`config.mk`:
```
export PLATFORM = sky130hd
export DESIGN_NAME = adf_readout
export DESIGN_NICKNAME = d
export VERILOG_FILES = /design/src/design/adf_pkg.sv /design/src/design/adf_word_if.sv /design/src/design/adf_decim.sv /design/src/design/adf_readout.sv
export SDC_FILE = /design/constraint.sdc
export NUM_CORES = 1
export LEC_CHECK = 0
export BUFFER_PORTS_ARGS = -buffer_cell sky130_fd_sc_hd__buf_2
export CORE_MARGIN = 3
export CORE_UTILIZATION = 45
export CTS_CLUSTER_DIAMETER = 150
export DETAILED_ROUTE_END_ITERATION = 8
export PLACE_DENSITY = 0.66
export SYNTH_ARGS = -nofsm -noshare
export SYNTH_HDL_FRONTEND = slang
export SYNTH_SLANG_ARGS = --single-unit
```
`constraint.sdc`:
```
create_clock -name clk_sys_i -period 3.82 [get_ports clk_sys_i]
set_input_delay 0.764 -clock clk_sys_i [delete_from_list [all_inputs] [get_ports clk_sys_i]]
set_output_delay 0.764 -clock clk_sys_i [all_outputs]
set_load 0.02 [all_outputs]
```
`src/design/adf_pkg.sv`:
```
// Constants shared by the converter readout block and its decimator
//
// Behaviour
// - FIFO period is 8 times level (4 times in double rate), level reads
// - Data-ready high at least one clock between
// - First data-ready 8 times (level+1) after reset, 4 times in double rate
// - Default decimation by 8 samples
// - Double-rate pin decimates by 4
// - Modulator takes one sample per clock
// - Three select pins set buffer depth, bit2 MSB
// - Positive overload gives largest positive code
// - Negative overload gives most negative code
// - Range flag high while input overloads
// - Data drives only while read and select low
// - Reset forces data-ready high, data low
// - Data-ready active low, falling edge marks data
// - Words are 16-bit two's complement, bit15 MSB
package adf_pkg;

  // ----------------------------------------------------------------
  // Word format and codes
  // ----------------------------------------------------------------
  localparam int          WORD_W     = 16;
  localparam logic [15:0] CODE_MAX   = 16'h7fff;
  localparam logic [15:0] CODE_MIN   = 16'h8000;
  localparam logic [15:0] DOUT_RST   = 16'h0000;

  // ----------------------------------------------------------------
  // Decimation and burst timing
  // ----------------------------------------------------------------
  localparam int          OSR_NORM   = 8;
  localparam int          OSR_DOUBLE = 4;
  localparam int          SEL_W      = 3;
  localparam int          DEPTH_MAX  = 8;
  localparam int          CNT_W      = 8;
  localparam int          DATA_AVAIL_N_HIGH_MIN = 1;
  localparam int          HOST_RD_WAIT  = 8;
  localparam int          HOST_RD_GAP   = 2;

  typedef enum logic {ADF_WARM, ADF_RUN} adf_state_t;

endpackage

```
`src/design/adf_word_if.sv`:
```
// Carrier for decimated words between the filter and the readout logic
`timescale 1ns/1ps
`default_nettype none
interface adf_word_if;
  logic        valid;
  logic [15:0] word;
  logic        over;
  modport src (output valid, output word, output over);
  modport dst (input valid, input word, input over);
endinterface
`default_nettype wire

```
`src/design/adf_decim.sv`:
```
// Boxcar decimator: averages modulator samples and clips to 16-bit codes
`timescale 1ns/1ps
`default_nettype none
module adf_decim
  import adf_pkg::*;
#(
  parameter int SAMPLE_W = 18
)(
  input  wire logic                clk_sys_i,     // System clock
  input  wire logic                rst_n_i,       // Async reset, low
  input  wire logic                ce_i,          // Clock enable
  input  wire logic [SAMPLE_W-1:0] mod_sample_i,  // Modulator sample
  input  wire logic                double_rate_i, // Decimate by four
  adf_word_if.src                  out            // Decimated words
);

  localparam int SUM_W = SAMPLE_W + 3;

  logic [2:0]             phase;
  logic [2:0]             next_phase;
  logic signed [SUM_W-1:0] acc;
  logic signed [SUM_W-1:0] next_acc;
  logic                   next_valid;
  logic [15:0]            next_word;
  logic                   next_over;
  logic signed [SUM_W-1:0] sum;
  logic signed [SUM_W-1:0] avg;
  logic [2:0]             last_phase;

  // ------------------------------------------------------------
  // Accumulate one sample per clock, dump every ratio samples
  // ------------------------------------------------------------
  always_comb
  begin
    last_phase = double_rate_i ? 3'(OSR_DOUBLE - 1) : 3'(OSR_NORM - 1);
    sum        = acc + SUM_W'($signed(mod_sample_i));
    avg        = double_rate_i ? (sum >>> 2) : (sum >>> 3);
    next_valid = 1'b0;
    next_word  = out.word;
    next_over  = out.over;
    next_acc   = sum;
    next_phase = phase + 3'd1;
    if (phase >= last_phase)
    begin
      next_phase = 3'd0;
      next_acc   = '0;
      next_valid = 1'b1;
      // Clip keeps the two's complement word honest on overload
      if (avg > SUM_W'($signed(CODE_MAX)))
      begin
        next_word = CODE_MAX;
        next_over = 1'b1;
      end
      else if (avg < SUM_W'($signed(CODE_MIN)))
      begin
        next_word = CODE_MIN;
        next_over = 1'b1;
      end
      else
      begin
        next_word = avg[15:0];
        next_over = 1'b0;
      end
    end
  end

  // Register filter state
  always_ff @(posedge clk_sys_i or negedge rst_n_i)
  begin
    if (!rst_n_i)
    begin
      phase     <= 3'd0;
      acc       <= '0;
      out.valid <= 1'b0;
      out.word  <= DOUT_RST;
      out.over  <= 1'b0;
    end
    else if (ce_i)
    begin
      phase     <= next_phase;
      acc       <= next_acc;
      out.valid <= next_valid;
      out.word  <= next_word;
      out.over  <= next_over;
    end
  end

endmodule
`default_nettype wire

```
`src/design/adf_readout.sv`:
```
// Converter digital output: decimation, burst buffer and parallel readout
`timescale 1ns/1ps
`default_nettype none
module adf_readout
  import adf_pkg::*;
#(
  parameter int SAMPLE_W = 18
)(
  input  wire logic                clk_sys_i,             // System clock
  input  wire logic                rst_n_i,               // Async reset, low
  input  wire logic                ce_i,                  // Clock enable
  input  wire logic [SAMPLE_W-1:0] mod_sample_i,          // Modulator sample
  input  wire logic                double_rate_select_i,  // Decimate by four
  input  wire logic [SEL_W-1:0]    burst_depth_sel_i,     // Buffer level, 0 off
  input  wire logic                rd_n_i,                // Read strobe, low
  input  wire logic                cs_n_i,                // Chip select, low
  output var  logic                data_avail_n_o,        // Data ready, low
  output var  logic                range_exceeded_flag_o, // Input overload
  output var  logic [WORD_W-1:0]   dout_o,                // Data word
  output var  logic                dout_oe_o              // Data bus enable
);

  // ----------------------------------------------------------------
  // Operating notes
  // ----------------------------------------------------------------
  // One modulator sample enters the filter on every enabled clock.
  // A burst is level words; data-ready falls one clock after the
  // last word of the burst leaves the filter.
  // With the buffer on, data-ready rises for one clock only, just
  // before the next burst, so the host has the rest of the period.
  // With the buffer off, data-ready is a square wave of one word.
  // Mode pins are not resynchronised: change them under reset, or
  // accept one disturbed period.
  // Reads past the last word of a burst keep showing that word.
  // The host must leave the strobe high two clocks before data-ready
  // moves; nothing here checks that.

  // ----------------------------------------------------------------
  // Filter
  // ----------------------------------------------------------------
  adf_word_if dec ();

  adf_decim #(
    .SAMPLE_W (SAMPLE_W)
  ) u_decim (
    .clk_sys_i     (clk_sys_i),
    .rst_n_i       (rst_n_i),
    .ce_i          (ce_i),
    .mod_sample_i  (mod_sample_i),
    .double_rate_i (double_rate_select_i),
    .out           (dec.src)
  );

  // ----------------------------------------------------------------
  // Declarations
  // ----------------------------------------------------------------
  adf_state_t        state;
  adf_state_t        next_state;
  logic [WORD_W-1:0] fill      [DEPTH_MAX];
  logic [WORD_W-1:0] next_fill [DEPTH_MAX];
  logic [WORD_W-1:0] bank      [DEPTH_MAX];
  logic [WORD_W-1:0] next_bank [DEPTH_MAX];
  logic [SEL_W-1:0]  wcnt;
  logic [SEL_W-1:0]  next_wcnt;
  logic [SEL_W-1:0]  ridx;
  logic [SEL_W-1:0]  next_ridx;
  logic [CNT_W-1:0]  cnt;
  logic [CNT_W-1:0]  next_cnt;
  logic              next_avail_n;
  logic              next_range;
  logic [WORD_W-1:0] next_dout;
  logic              strobe_prev;
  logic              strobe_now;
  logic              read_done;
  logic              fifo_en;
  logic [SEL_W-1:0]  level;
  logic [CNT_W-1:0]  osr;
  logic [CNT_W-1:0]  period;
  logic [CNT_W-1:0]  high_at;
  logic              burst;

  // ----------------------------------------------------------------
  // Mode decode
  // ----------------------------------------------------------------
  // Zero on the select pins means no buffering: one word per period
  always_comb
  begin
    fifo_en = (burst_depth_sel_i != '0);
    level   = fifo_en ? burst_depth_sel_i : SEL_W'(1);
    osr     = double_rate_select_i ? CNT_W'(OSR_DOUBLE) : CNT_W'(OSR_NORM);
    period  = CNT_W'(osr * CNT_W'(level));
    // Buffered: high only in the last clock; plain: square wave
    high_at = fifo_en ? CNT_W'(period - CNT_W'(DATA_AVAIL_N_HIGH_MIN + 1))
                      : CNT_W'((period >> 1) - CNT_W'(1));
  end

  // ----------------------------------------------------------------
  // Read strobe tracking
  // ----------------------------------------------------------------
  // A read counts when both strobes were low and one has risen
  // Strobe history resets to idle, so reset makes no false read
  always_comb
  begin
    strobe_now = ~rd_n_i & ~cs_n_i;
    read_done  = strobe_prev & ~strobe_now;
  end

  // ----------------------------------------------------------------
  // Burst collection and data-ready timing
  // ----------------------------------------------------------------
  // The first word after reset is thrown away while the filter
  // settles; this pushes the first data-ready to (level+1) words.
  always_comb
  begin
    next_state   = state;
    next_wcnt    = wcnt;
    next_fill    = fill;
    next_bank    = bank;
    next_range   = range_exceeded_flag_o;
    burst        = 1'b0;
    if (dec.valid)
    begin
      next_range = dec.over;
      if (state == ADF_WARM)
      begin
        next_state = ADF_RUN;
      end
      else
      begin
        next_fill[wcnt] = dec.word;
        if (wcnt >= level - SEL_W'(1))
        begin
          burst     = 1'b1;
          next_wcnt = '0;
          next_bank = next_fill;
        end
        else
        begin
          next_wcnt = wcnt + SEL_W'(1);
        end
      end
    end

    // Period counter restarts on each burst
    next_cnt     = cnt;
    next_avail_n = data_avail_n_o;
    if (burst)
    begin
      next_cnt     = '0;
      next_avail_n = 1'b0;
    end
    else
    begin
      if (cnt != '1)
      begin
        next_cnt = cnt + CNT_W'(1);
      end
      if (state == ADF_RUN && cnt >= high_at)
      begin
        next_avail_n = 1'b1;
      end
    end

    // Read pointer: oldest word first, holds on the last one
    next_ridx = ridx;
    if (burst)
    begin
      next_ridx = '0;
    end
    else if (read_done && ridx < level - SEL_W'(1))
    begin
      next_ridx = ridx + SEL_W'(1);
    end
    next_dout = next_bank[next_ridx];
  end

  // Register readout state; reset forces data-ready high, data low
  always_ff @(posedge clk_sys_i or negedge rst_n_i)
  begin
    if (!rst_n_i)
    begin
      state                 <= ADF_WARM;
      wcnt                  <= '0;
      ridx                  <= '0;
      cnt                   <= '0;
      strobe_prev           <= 1'b0;
      data_avail_n_o        <= 1'b1;
      dout_o                <= DOUT_RST;
      range_exceeded_flag_o <= 1'b0;
      for (int i = 0; i < DEPTH_MAX; i++)
      begin
        fill[i] <= DOUT_RST;
        bank[i] <= DOUT_RST;
      end
    end
    else if (ce_i)
    begin
      state                 <= next_state;
      wcnt                  <= next_wcnt;
      ridx                  <= next_ridx;
      cnt                   <= next_cnt;
      strobe_prev           <= strobe_now;
      data_avail_n_o        <= next_avail_n;
      dout_o                <= next_dout;
      range_exceeded_flag_o <= next_range;
      fill                  <= next_fill;
      bank                  <= next_bank;
    end
  end

  // ----------------------------------------------------------------
  // Bus drive
  // ----------------------------------------------------------------
  // Drive only while both strobes are low; the pad floats otherwise
  // Enable is combinational so the bus lets go in the same clock as
  // the strobe; the word itself always comes from a flip-flop
  always_comb
  begin
    dout_oe_o = ~rd_n_i & ~cs_n_i;
  end

endmodule
`default_nettype wire

```
[Word level (Yosys, flattened, before mapping)]
Cells that the tools add are included.
Storage, ports and cells
  logic and storage cells: 97
  output and inout bits: 19
  bits of input ports: 27
  bits in registers: 332
Operators by class
  muxes and demuxes: 31
  equality and inequality tests: 1
  multipliers: 1
  reduce and logical (&&, ||, !) cells: 11
  bitwise logic cells: 7
  $lt $le $gt $ge: 9
  add/sub/neg operators: 8
Operators by type and width (number)
  $mux W128: 3
  $bwmux W128: 1
  $mux W16: 5
  $bmux W16 S3: 1
  $demux W16 S3: 1
  $mux W8: 3
  $add A21 B18 Y21: 1
  $mux W21: 1
  $gt A19 B16 Y1 const B: 1
  $lt A19 B16 Y1 const B: 1
  $mux W18: 1
  $mux W3: 6
  $add A3 B1 Y3 const B: 3
  $add A8 B1 Y8 const B: 1
  $ge A4 B4 Y1 const B: 2
  $ge A8 B8 Y1: 1
  $mux W1: 8
  $ne A8 B8 Y1 const B: 1
  $not A3 Y4: 2
  $reduce_and A2 Y1: 4
  $sub A7 B2 Y8 const B: 1
  $mul A4 B3 Y7: 1
  $sub A6 B1 Y7 const B: 1
  $ge A3 B3 Y1: 2
  10 further kinds: 16

[Depth between registers and ports, before layout]
Gate-level depths: netlist (run 1).
  depth after elaboration: 12
  depth in mapped cells: 15
  mapped depth without buffers: 13

[Modules after synthesis]
Synthesis (run 1) repeated with hierarchy kept, for this count alone.
Second synthesis, totals
  cell total of the unflattened synthesis: 1585
  area, all modules: 17608.1 um^2
By module, submodules not included
  adf_readout: area an instance 14622.8 um^2, seq. area each 7258.2 um^2, times used 1, cells each 1271
  adf_decim: area an instance 2985.4 um^2, seq. area each 1051.0 um^2, times used 1, cells each 314

[Least setup slack after synthesis (run 1)]
OpenSTA, ideal clock, no wires.
  path type: input -> register
  from: input port burst_depth_sel_i[0]
  to: register dout_o[15]
  slack: -0.106 ns
  cell stages on the path: 14
  data required time: 3.674 ns
  data arrival time: 3.780 ns
  path buffers: 2
  path through: or3_1 inv_1 nor2_1 ha_1 xnor2_1 ha_1 or3b_2 or3_1 clkbuf_1 nand2_1 buf_4 mux2_2 o211ai_1 o221ai_1
On the way
  word-level cells in the longest chain between the ends: 12
RTL lines
  from (decl): RTL line adf_readout.sv:14  | input wire logic [SEL_W-1:0] burst_depth_sel_i,
  $reduce_bool A3 Y1: RTL line adf_readout.sv:88  | fifo_en = (burst_depth_sel_i != '0);
  $mux W3 *: RTL line adf_readout.sv:89  | level = fifo_en ? burst_depth_sel_i : SEL_W'(1);
  $sub A3 B1 Y3 *: RTL line adf_readout.sv:131, adf_readout.sv:170
  $ge A3 B3 Y1: RTL line adf_readout.sv:131  | if (wcnt >= level - SEL_W'(1))
  $mux W1: RTL line adf_readout.sv:131
  $mux W1: RTL line adf_readout.sv:124  | if (state == ADF_WARM)
  $mux W1: RTL line adf_readout.sv:121  | if (dec.valid)
  $mux W3: RTL line adf_readout.sv:166  | if (burst)
  $not A3 Y4 (not written as such): RTL line adf_readout.sv:174  | next_dout = next_bank[next_ridx];
  $bmux W16 S3 *: RTL line adf_readout.sv:174
  $mux W16 (not written as such) * (2 in series): RTL line adf_readout.sv:174
  to (signal assigned): RTL line adf_readout.sv:204  | dout_o <= next_dout;
  to (decl): RTL line adf_readout.sv:19  | output var logic [WORD_W-1:0] dout_o,
Every way passes the cells marked *; elsewhere a longest branch is shown, timed or not. The select of a mux whose other input is x is not followed.
A chain may end at the register's enable or synchronous reset.

[Worst setup path in the final report (run 1)]
  from: input port burst_depth_sel_i[0]
  to: register dout_o[0]
The elaborated chain is that of the path after synthesis.

==> flow_metrics.py, run 1 <==
metrics = {
    "outcome": {
        "status": "completed",
    },
    "clocking": {
        "post_cts_resized": 0,
        "cts_hold_buf": 0,
        "cts_sinks": 332,
        "post-cts-setup-buffer-count": 0,
        "cts_root_buf": "clkbuf_16",
        "clk_pin_slew_worst_paths_ps": 60,
        "h-tree-depth": 2,
        "cts_buffers": 37,
        "cts_tree": "yes",
        "clk_path_buf_depth": 3,
        "clk_latency_ps": 540,
    },
    "run": {
        "cap_violations": 0,
    },
    "synthesis": {
        "synth_top_area_frac": 0.493,
        "yosysSeqAreaShare": 0.494,
        "ys_warn_count": 0,
        "synth_cell_types": 71,
        "ys_top_cells_by_count": "dfrtp_1, nand2_1, o21ai_0, mux2i_1, mux2_2",
        "async_flop_share": 1.00,
        "syn_area_per_cell_um2": 10.5,
        "yosys.area.top_type": "dfrtp_1",
        "ys_ff_latch": 332,
        "synth.top_cells.by_area": "dfrtp_1, mux2i_1, mux2_2, nand2_1, o21ai_0",
        "mappedNetlistArea_um2": 16800,
        "synth_most_common_cell": "dfrtp_1",
        "synth_nets": 1673,
        "synth-edff-count": 0,
        "synthFlopType": "dfrtp_1",
        "syn-instance-count": 1605,
    },
    "final_layout": {
        "fill_cells": 3203,
        "drive_above_1_share": 0.207,
        "layout.area.seq_um2": 8310,
        "diodes": 0,
        "nets": 1728,
        "final_cell_count_no_fill": 2157,
        "fin_area_um2": 19300,
        "area_delta_synth_final_pct": 15.0,
        "utilization": 0.527,
        "multiInputGateArea_um2": 8030,
    },
    "global_routing": {
        "grt.busiest_layer": "met2",
        "grt.met3_usage": 0.0381,
        "grt_pass1_vias": 12700,
        "grtUsageMet1": 0.309,
        "antenna_found_initial": 0,
        "gr-total-overflow": 0,
        "track_usage": 0.231,
        "grt_pass1_wl_um": 71900,
        "grt_util_met2": 0.385,
        "grt_max_degree": 113,
    },
    "drt": {
        "drt_pass1_iterations": 5,
        "drt-total-wl_um": 45000,
        "route.detailed.drc": 0,
        "wl_per_cell_um": 20.8,
        "vias": 12500,
        "routed_via_density": 5.80,
        "initialDrtViolationCount": 830,
        "drtAntennaViolNets": 0,
    },
    "power_and_ir_drop": {
        "leakage_nw": 9.21,
        "pwr-share-seq": 0.366,
        "powerDensity_nw_per_um2": 842,
        "vdd_drop_max_mv": 0.356,
        "internal-power_mw": 10.0,
        "p_sw_frac": 0.384,
        "p_sw_mw": 6.25,
        "combPwrFrac": 0.394,
        "totalPowerFinal_mw": 16.3,
        "clock_power_share": 0.240,
    },
    "critical_path": {
        "crit_fanout": 18,
        "critPathKind": "input pin to flop",
        "endpoint_kind": "flop",
        "reg2reg_slack_ps": 660,
        "cp.required_ps": 4280,
        "r2r_cells": 11,
        "r2r_end": "u_decim.out.word[6]",
        "rr_startpoint": "u_decim.acc[0]",
        "worstSetupStartpointType": "input pin",
        "cp.arrival_ps": 4000,
    },
    "timing": {
        "fmax_mhz": 283,
        "maxSlewHeadroom": 0.260,
        "post-route-period-util": 0.925,
        "rsz0062_at_grt": "false",
        "skew_ps": 27.2,
        "period_needed_ps": 3530,
        "setup_violations": 0,
        "holdWs_ps": 313,
        "tns_ps": 0,
        "worst_slack_ps": 288,
        "finalHoldViolations": 0,
        "worst_pin_slew_ps": 1110,
        "drv_slew": 0,
    },
    "floorplan": {
        "die_h_um": 199,
        "rows": 70,
        "die-area_um2": 39700,
        "core-area_um2": 36700,
        "die_x_um": 199,
        "pin_count": 46,
        "start_util": 0.458,
    },
    "placed_design": {
        "port_buffers": 45,
        "postPlaceCellArea_um2": 18000,
        "dp_slack_ps": -179,
        "gp_congestion": 0.864,
        "dpl.cell_count": 2089,
        "dpl.hpwl_um": 30300,
    },
    "hold_path": {
        "hp-class": "input pin to asynchronous set/reset pin",
    },
}
## state kept, by name, summed over array words and instances (netlist names), 3 cells and up
| register | count |
|---|---|
| bank | 128 |
| cnt | 8 |
| dout_o | 16 |
| fill | 128 |
| ridx | 3 |
| u_decim.acc | 21 |
| u_decim.out.word | 16 |
| u_decim.phase | 3 |
| wcnt | 3 |
## cell usage in the layout, fill, tap and decap left out, types with 7 or more instances in the layout
cell	instances
o21a_1	9
a211o_1	14
o22ai_1	8
o221ai_1	8
a221o_1	13
xor2_1	14
a21oi_1	36
nand3_1	35
buf_12	9
or3_1	7
nor2_1	37
mux2_2	124
a211oi_1	14
xnor2_1	10
dfrtp_1	331
nor2b_1	7
buf_4	76
inv_1	15
and3_1	11
a31oi_1	13
o2bb2ai_1	24
a21o_1	10
nand2_1	261
mux2i_1	162
clkbuf_16	39
buf_2	44
o21ai_0	192
a21boi_0	8
ha_1	40
clkbuf_8	11
## worst max path at each step
stage	startpoint	endpoint	depth (start not counted)
4_1_cts	burst_depth_sel_i[0]	dout_o[0]	15
3_3_place_gp	burst_depth_sel_i[0]	dout_o[13]	14
2_1_floorplan	burst_depth_sel_i[0]	dout_o[15]	14
5_1_grt	burst_depth_sel_i[0]	dout_o[0]	14
3_5_place_dp	burst_depth_sel_i[0]	dout_o[2]	15
6_report	burst_depth_sel_i[0]	dout_o[0]	15
## cell families (layout without fill, tap and decap cells)
| family | after synthesis | in the layout | share of synthesized area |
|---|---|---|---|
| simple gates | 406 | 406 | 0.106 |
| flops | 332 | 332 | 0.494 |
| fa+ha+maj | 41 | 41 | 0.0310 |
| xor+xnor | 24 | 24 | 0.0125 |
| other cells | 1 | 1 | 0.000223 |
| buf+inv | 130 | 214 | 0.0305 |
| mux | 286 | 286 | 0.180 |
| compound gates | 385 | 385 | 0.146 |
## power by group through the flow
stage / Combinational, mW / Clock (mW) / Sequential, mW
floorplan: 4.61 / 0 / 5.55
global placement: 6.20 / 0 / 5.96
detailed placement: 6.37 / 0 / 6.00
CTS: 6.42 / 3.96 / 5.95
global route: 7.08 / 4.11 / 6.12
finish: 6.41 / 3.91 / 5.95
## layout make-up
class | instances | area share
clock buffer | 53 | 0.0589
clock inverter | 15 | 0.0112
inverter | 16 | 0.00311
multi-input combinational | 1143 | 0.415
sequential | 332 | 0.430
tap | 468 | 0.0303
timing repair buffer | 130 | 0.0510
## layer usage
layer / vias to the layer above / wire length, µm
li1: 5868 / -
met1: 6269 / 20200
met2: 287 / 21400
met3: 87 / 2070
met4: 0 / 1340
met5: - / 0
## critical path, cell delays in order
cell and delay (ps):
buf_2 100, or3_4 380, inv_2 60, nor2_1 50
ha_1 290, ha_1 270, o31a_1 130, o21ai_1 170
a21boi_0 120, buf_4 160, nor2_2 820, buf_4 270
nand2_1 60, a31oi_1 180, a211o_1 140
Power figures use the tool's default switching activity.
==> inputs of run 2 (changes only) <==
REMOVE_ABC_BUFFERS = 1   (was not set)
SYNTH_HIERARCHICAL = 1   (was not set)
==> run 2 against run 1 <==
  * Clock power fell by 1%
  * Area after synthesis rose by 4.8%
  * Cell count fell by 0.37%
  * Global-route usage fell by 2.1 points
  * Via count fell by 2.5%
  * Largest cell class is now multi-input combinational cells
==> flow_metrics.py, run 2 <==
metrics = {
    "final_layout": {
        "layout_common_cells": "dfrtp_1, mux2i_1, nand2_1",
        "area_delta_synth_final_pct": 12.7,
        "multiInputGateArea_um2": 8630,
        "final_cell_count_no_fill": 2149,
        "fill_cells": 3310,
        "largestRegisters": "bank (128), fill (128), u_decim/acc (21)",
        "nets": 1678,
        "diodes": 0,
        "drive_above_1_share": 0.233,
        "layout.area.seq_um2": 8310,
        "layout_commonest_cell": "dfrtp_1",
    },
    "synthesis": {
        "ys_warn_count": 6,
        "synth_cell_types": 82,
        "ys_top_cells_by_count": "dfrtp_1, mux2i_1, nand2_1, mux2_2, o21ai_0",
        "async_flop_share": 1.00,
        "synth-edff-count": 0,
        "yosysSeqAreaShare": 0.472,
        "ys_ff_latch": 332,
        "syn-instance-count": 1585,
        "synth_most_common_cell": "dfrtp_1",
        "synthFlopType": "dfrtp_1",
        "mappedNetlistArea_um2": 17600,
        "synth.top_cells.by_area": "dfrtp_1, mux2i_1, mux2_2, o21ai_0, nand2_1",
        "yosys.area.top_type": "dfrtp_1",
        "synth_top_area_frac": 0.470,
        "syn_area_per_cell_um2": 11.1,
    },
    "drt": {
        "drt-total-wl_um": 42800,
        "drt_pass1_iterations": 5,
        "vias": 12200,
        "initialDrtViolationCount": 740,
        "wl_per_cell_um": 19.9,
        "routed_via_density": 5.68,
        "route.detailed.drc": 0,
        "drtAntennaViolNets": 0,
    },
    "hold_path": {
        "hp-class": "input pin to asynchronous set/reset pin",
    },
    "power_and_ir_drop": {
        "powerDensity_nw_per_um2": 859,
        "clock_power_share": 0.227,
        "p_sw_frac": 0.384,
        "totalPowerFinal_mw": 17.0,
        "combPwrFrac": 0.392,
        "leakage_nw": 9.39,
        "pwr-share-seq": 0.382,
        "p_sw_mw": 6.54,
        "vdd_drop_max_mv": 0.475,
        "internal-power_mw": 10.5,
    },
    "placed_design": {
        "dp_slack_ps": 82.8,
        "dpl.cell_count": 2081,
        "dpl.hpwl_um": 28600,
        "port_buffers": 45,
        "gp_congestion": 0.868,
    },
    "timing": {
        "post-route-period-util": 0.839,
        "rsz0062_at_grt": "false",
        "skew_ps": 23.3,
        "drv_slew": 0,
        "worst_pin_slew_ps": 1030,
        "period_needed_ps": 3210,
        "finalHoldViolations": 0,
        "maxSlewHeadroom": 0.311,
        "worst_slack_ps": 614,
        "fmax_mhz": 312,
        "setup_violations": 0,
    },
    "critical_path": {
        "path_cells": "ha_1 > inv_1 > fa_1 > nand2b_1 > a211oi_2 > o311a_4 > o21ai_2 > nand2_1 > a21oi_2 > a311oi_2 > a221o_1",
        "worstSetupStartpointType": "flop",
        "cpLargestDelayFamily": "compound AO/OA/AOI/OAI gates",
        "r2r_end": "u_decim/out.word[9]",
        "crit_path_max_incr_delay_ps": 880,
        "endpoint_kind": "flop",
        "crit_fanout": 16,
        "reg2reg_slack_ps": 610,
        "slowest_stage": "a311oi_2",
        "rr_startpoint": "u_decim/acc[0]",
        "cp.depth": 11,
        "r2r_cells": 11,
        "cp.arrival_ps": 3670,
        "critPathKind": "flop to flop",
        "critPathBufInv": 1,
        "cp.required_ps": 4280,
    },
    "global_routing": {
        "grt_pass1_wl_um": 69000,
        "gr-total-overflow": 0,
        "grt_pass1_vias": 12300,
        "antenna_found_initial": 0,
        "grt_max_degree": 87,
        "track_usage": 0.210,
    },
    "run": {
        "cap_violations": 0,
    },
    "outcome": {
        "status": "completed",
    },
    "clocking": {
        "post-cts-setup-buffer-count": 0,
        "clk_path_buf_depth": 3,
        "h-tree-depth": 2,
        "cts_tree": "yes",
        "clk_latency_ps": 540,
        "cts_sinks": 332,
        "cts_buffers": 38,
        "clk_pin_slew_worst_paths_ps": 70,
        "post_cts_resized": 0,
        "cts_root_buf": "clkbuf_16",
        "cts_hold_buf": 0,
    },
    "floorplan": {
        "die-area_um2": 41500,
        "pin_count": 46,
        "start_util": 0.462,
        "rows": 71,
        "die_x_um": 204,
        "core-area_um2": 38100,
        "die_h_um": 204,
    },
}
[run 2: cell types whose count changed after synthesis, moves of 24 or more]
cell	change
o2bb2ai_1	-24
mux2_2	+25
mux2i_1	+60
buf_2	+37
o21ai_0	-51
clkbuf_1	-38
nand2_1	-91
[run 2: cell type report]
class,count,area share
clock buffer,49,0.0551
clock inverter,19,0.0119
multi-input combinational,1098,0.435
tap,511,0.0322
timing repair buffer,101,0.0394
sequential,332,0.419
inverter,39,0.00738
[run 2: cell families (layout without fill, tap and decap cells)]
kind of cell / after synthesis / count (layout) / share of synthesized area
AND/OR/NAND/NOR: 320 / 320 / 0.0846
adder cells (fa/ha/maj): 41 / 41 / 0.0296
buffers and inverters: 155 / 208 / 0.0396
XOR/XNOR: 27 / 27 / 0.0153
flip-flops: 332 / 332 / 0.472
AO/OA/AOI/OAI: 337 / 337 / 0.136
multiplexers: 372 / 372 / 0.223
other: 1 / 1 / 0.000213
[run 2: worst max-delay path by stage]
stage | start | end | slack (ps)
floorplan | burst_depth_sel_i[0] | dout_o[10] | -2290
global placement | mod_sample_i[0] | u_decim/out.word[4] | 120
detailed placement | burst_depth_sel_i[0] | dout_o[13] | 80
CTS | u_decim/acc[0] | u_decim/out.word[1] | 590
global route | u_decim/acc[0] | u_decim/out.word[5] | 340
finish | u_decim/acc[0] | u_decim/out.word[9] | 610
[run 2: power groups by stage]
stage / Clock, mW / Sequential (mW) / Combinational, mW
finish: 3.86 / 6.50 / 6.67
global route: 4.08 / 6.73 / 7.37
CTS: 3.93 / 6.50 / 6.69
detailed placement: 0 / 6.55 / 6.67
global placement: 0 / 6.49 / 6.48
floorplan: 0 / 6.11 / 4.96
[run 2: per-layer routing]
| layer | share of wire | routed length [µm] | GRT usage | up-vias |
|---|---|---|---|---|
| met1 | 0.46 | 19600 | 0.286 | 6096 |
| met2 | 0.47 | 20200 | 0.347 | 253 |
| met5 | 0 | 0 | 0 | - |
| met3 | 0.043 | 1850 | 0.0333 | 66 |
| li1 | - | - | - | 5786 |
| met4 | 0.027 | 1140 | 0.0619 | 0 |
[run 2: metrics by stage]
step	area [µm²]	setup TNS, ps	hold WS (ps)	util
final	19800	0	241	0.521
after global routing	19800	0	287	0.521
after CTS	19800	0	267	0.521
after detailed placement	18500	0	467	0.486
after global placement	18500	0	450	0.486
after floorplan	17100	-267250	449	-
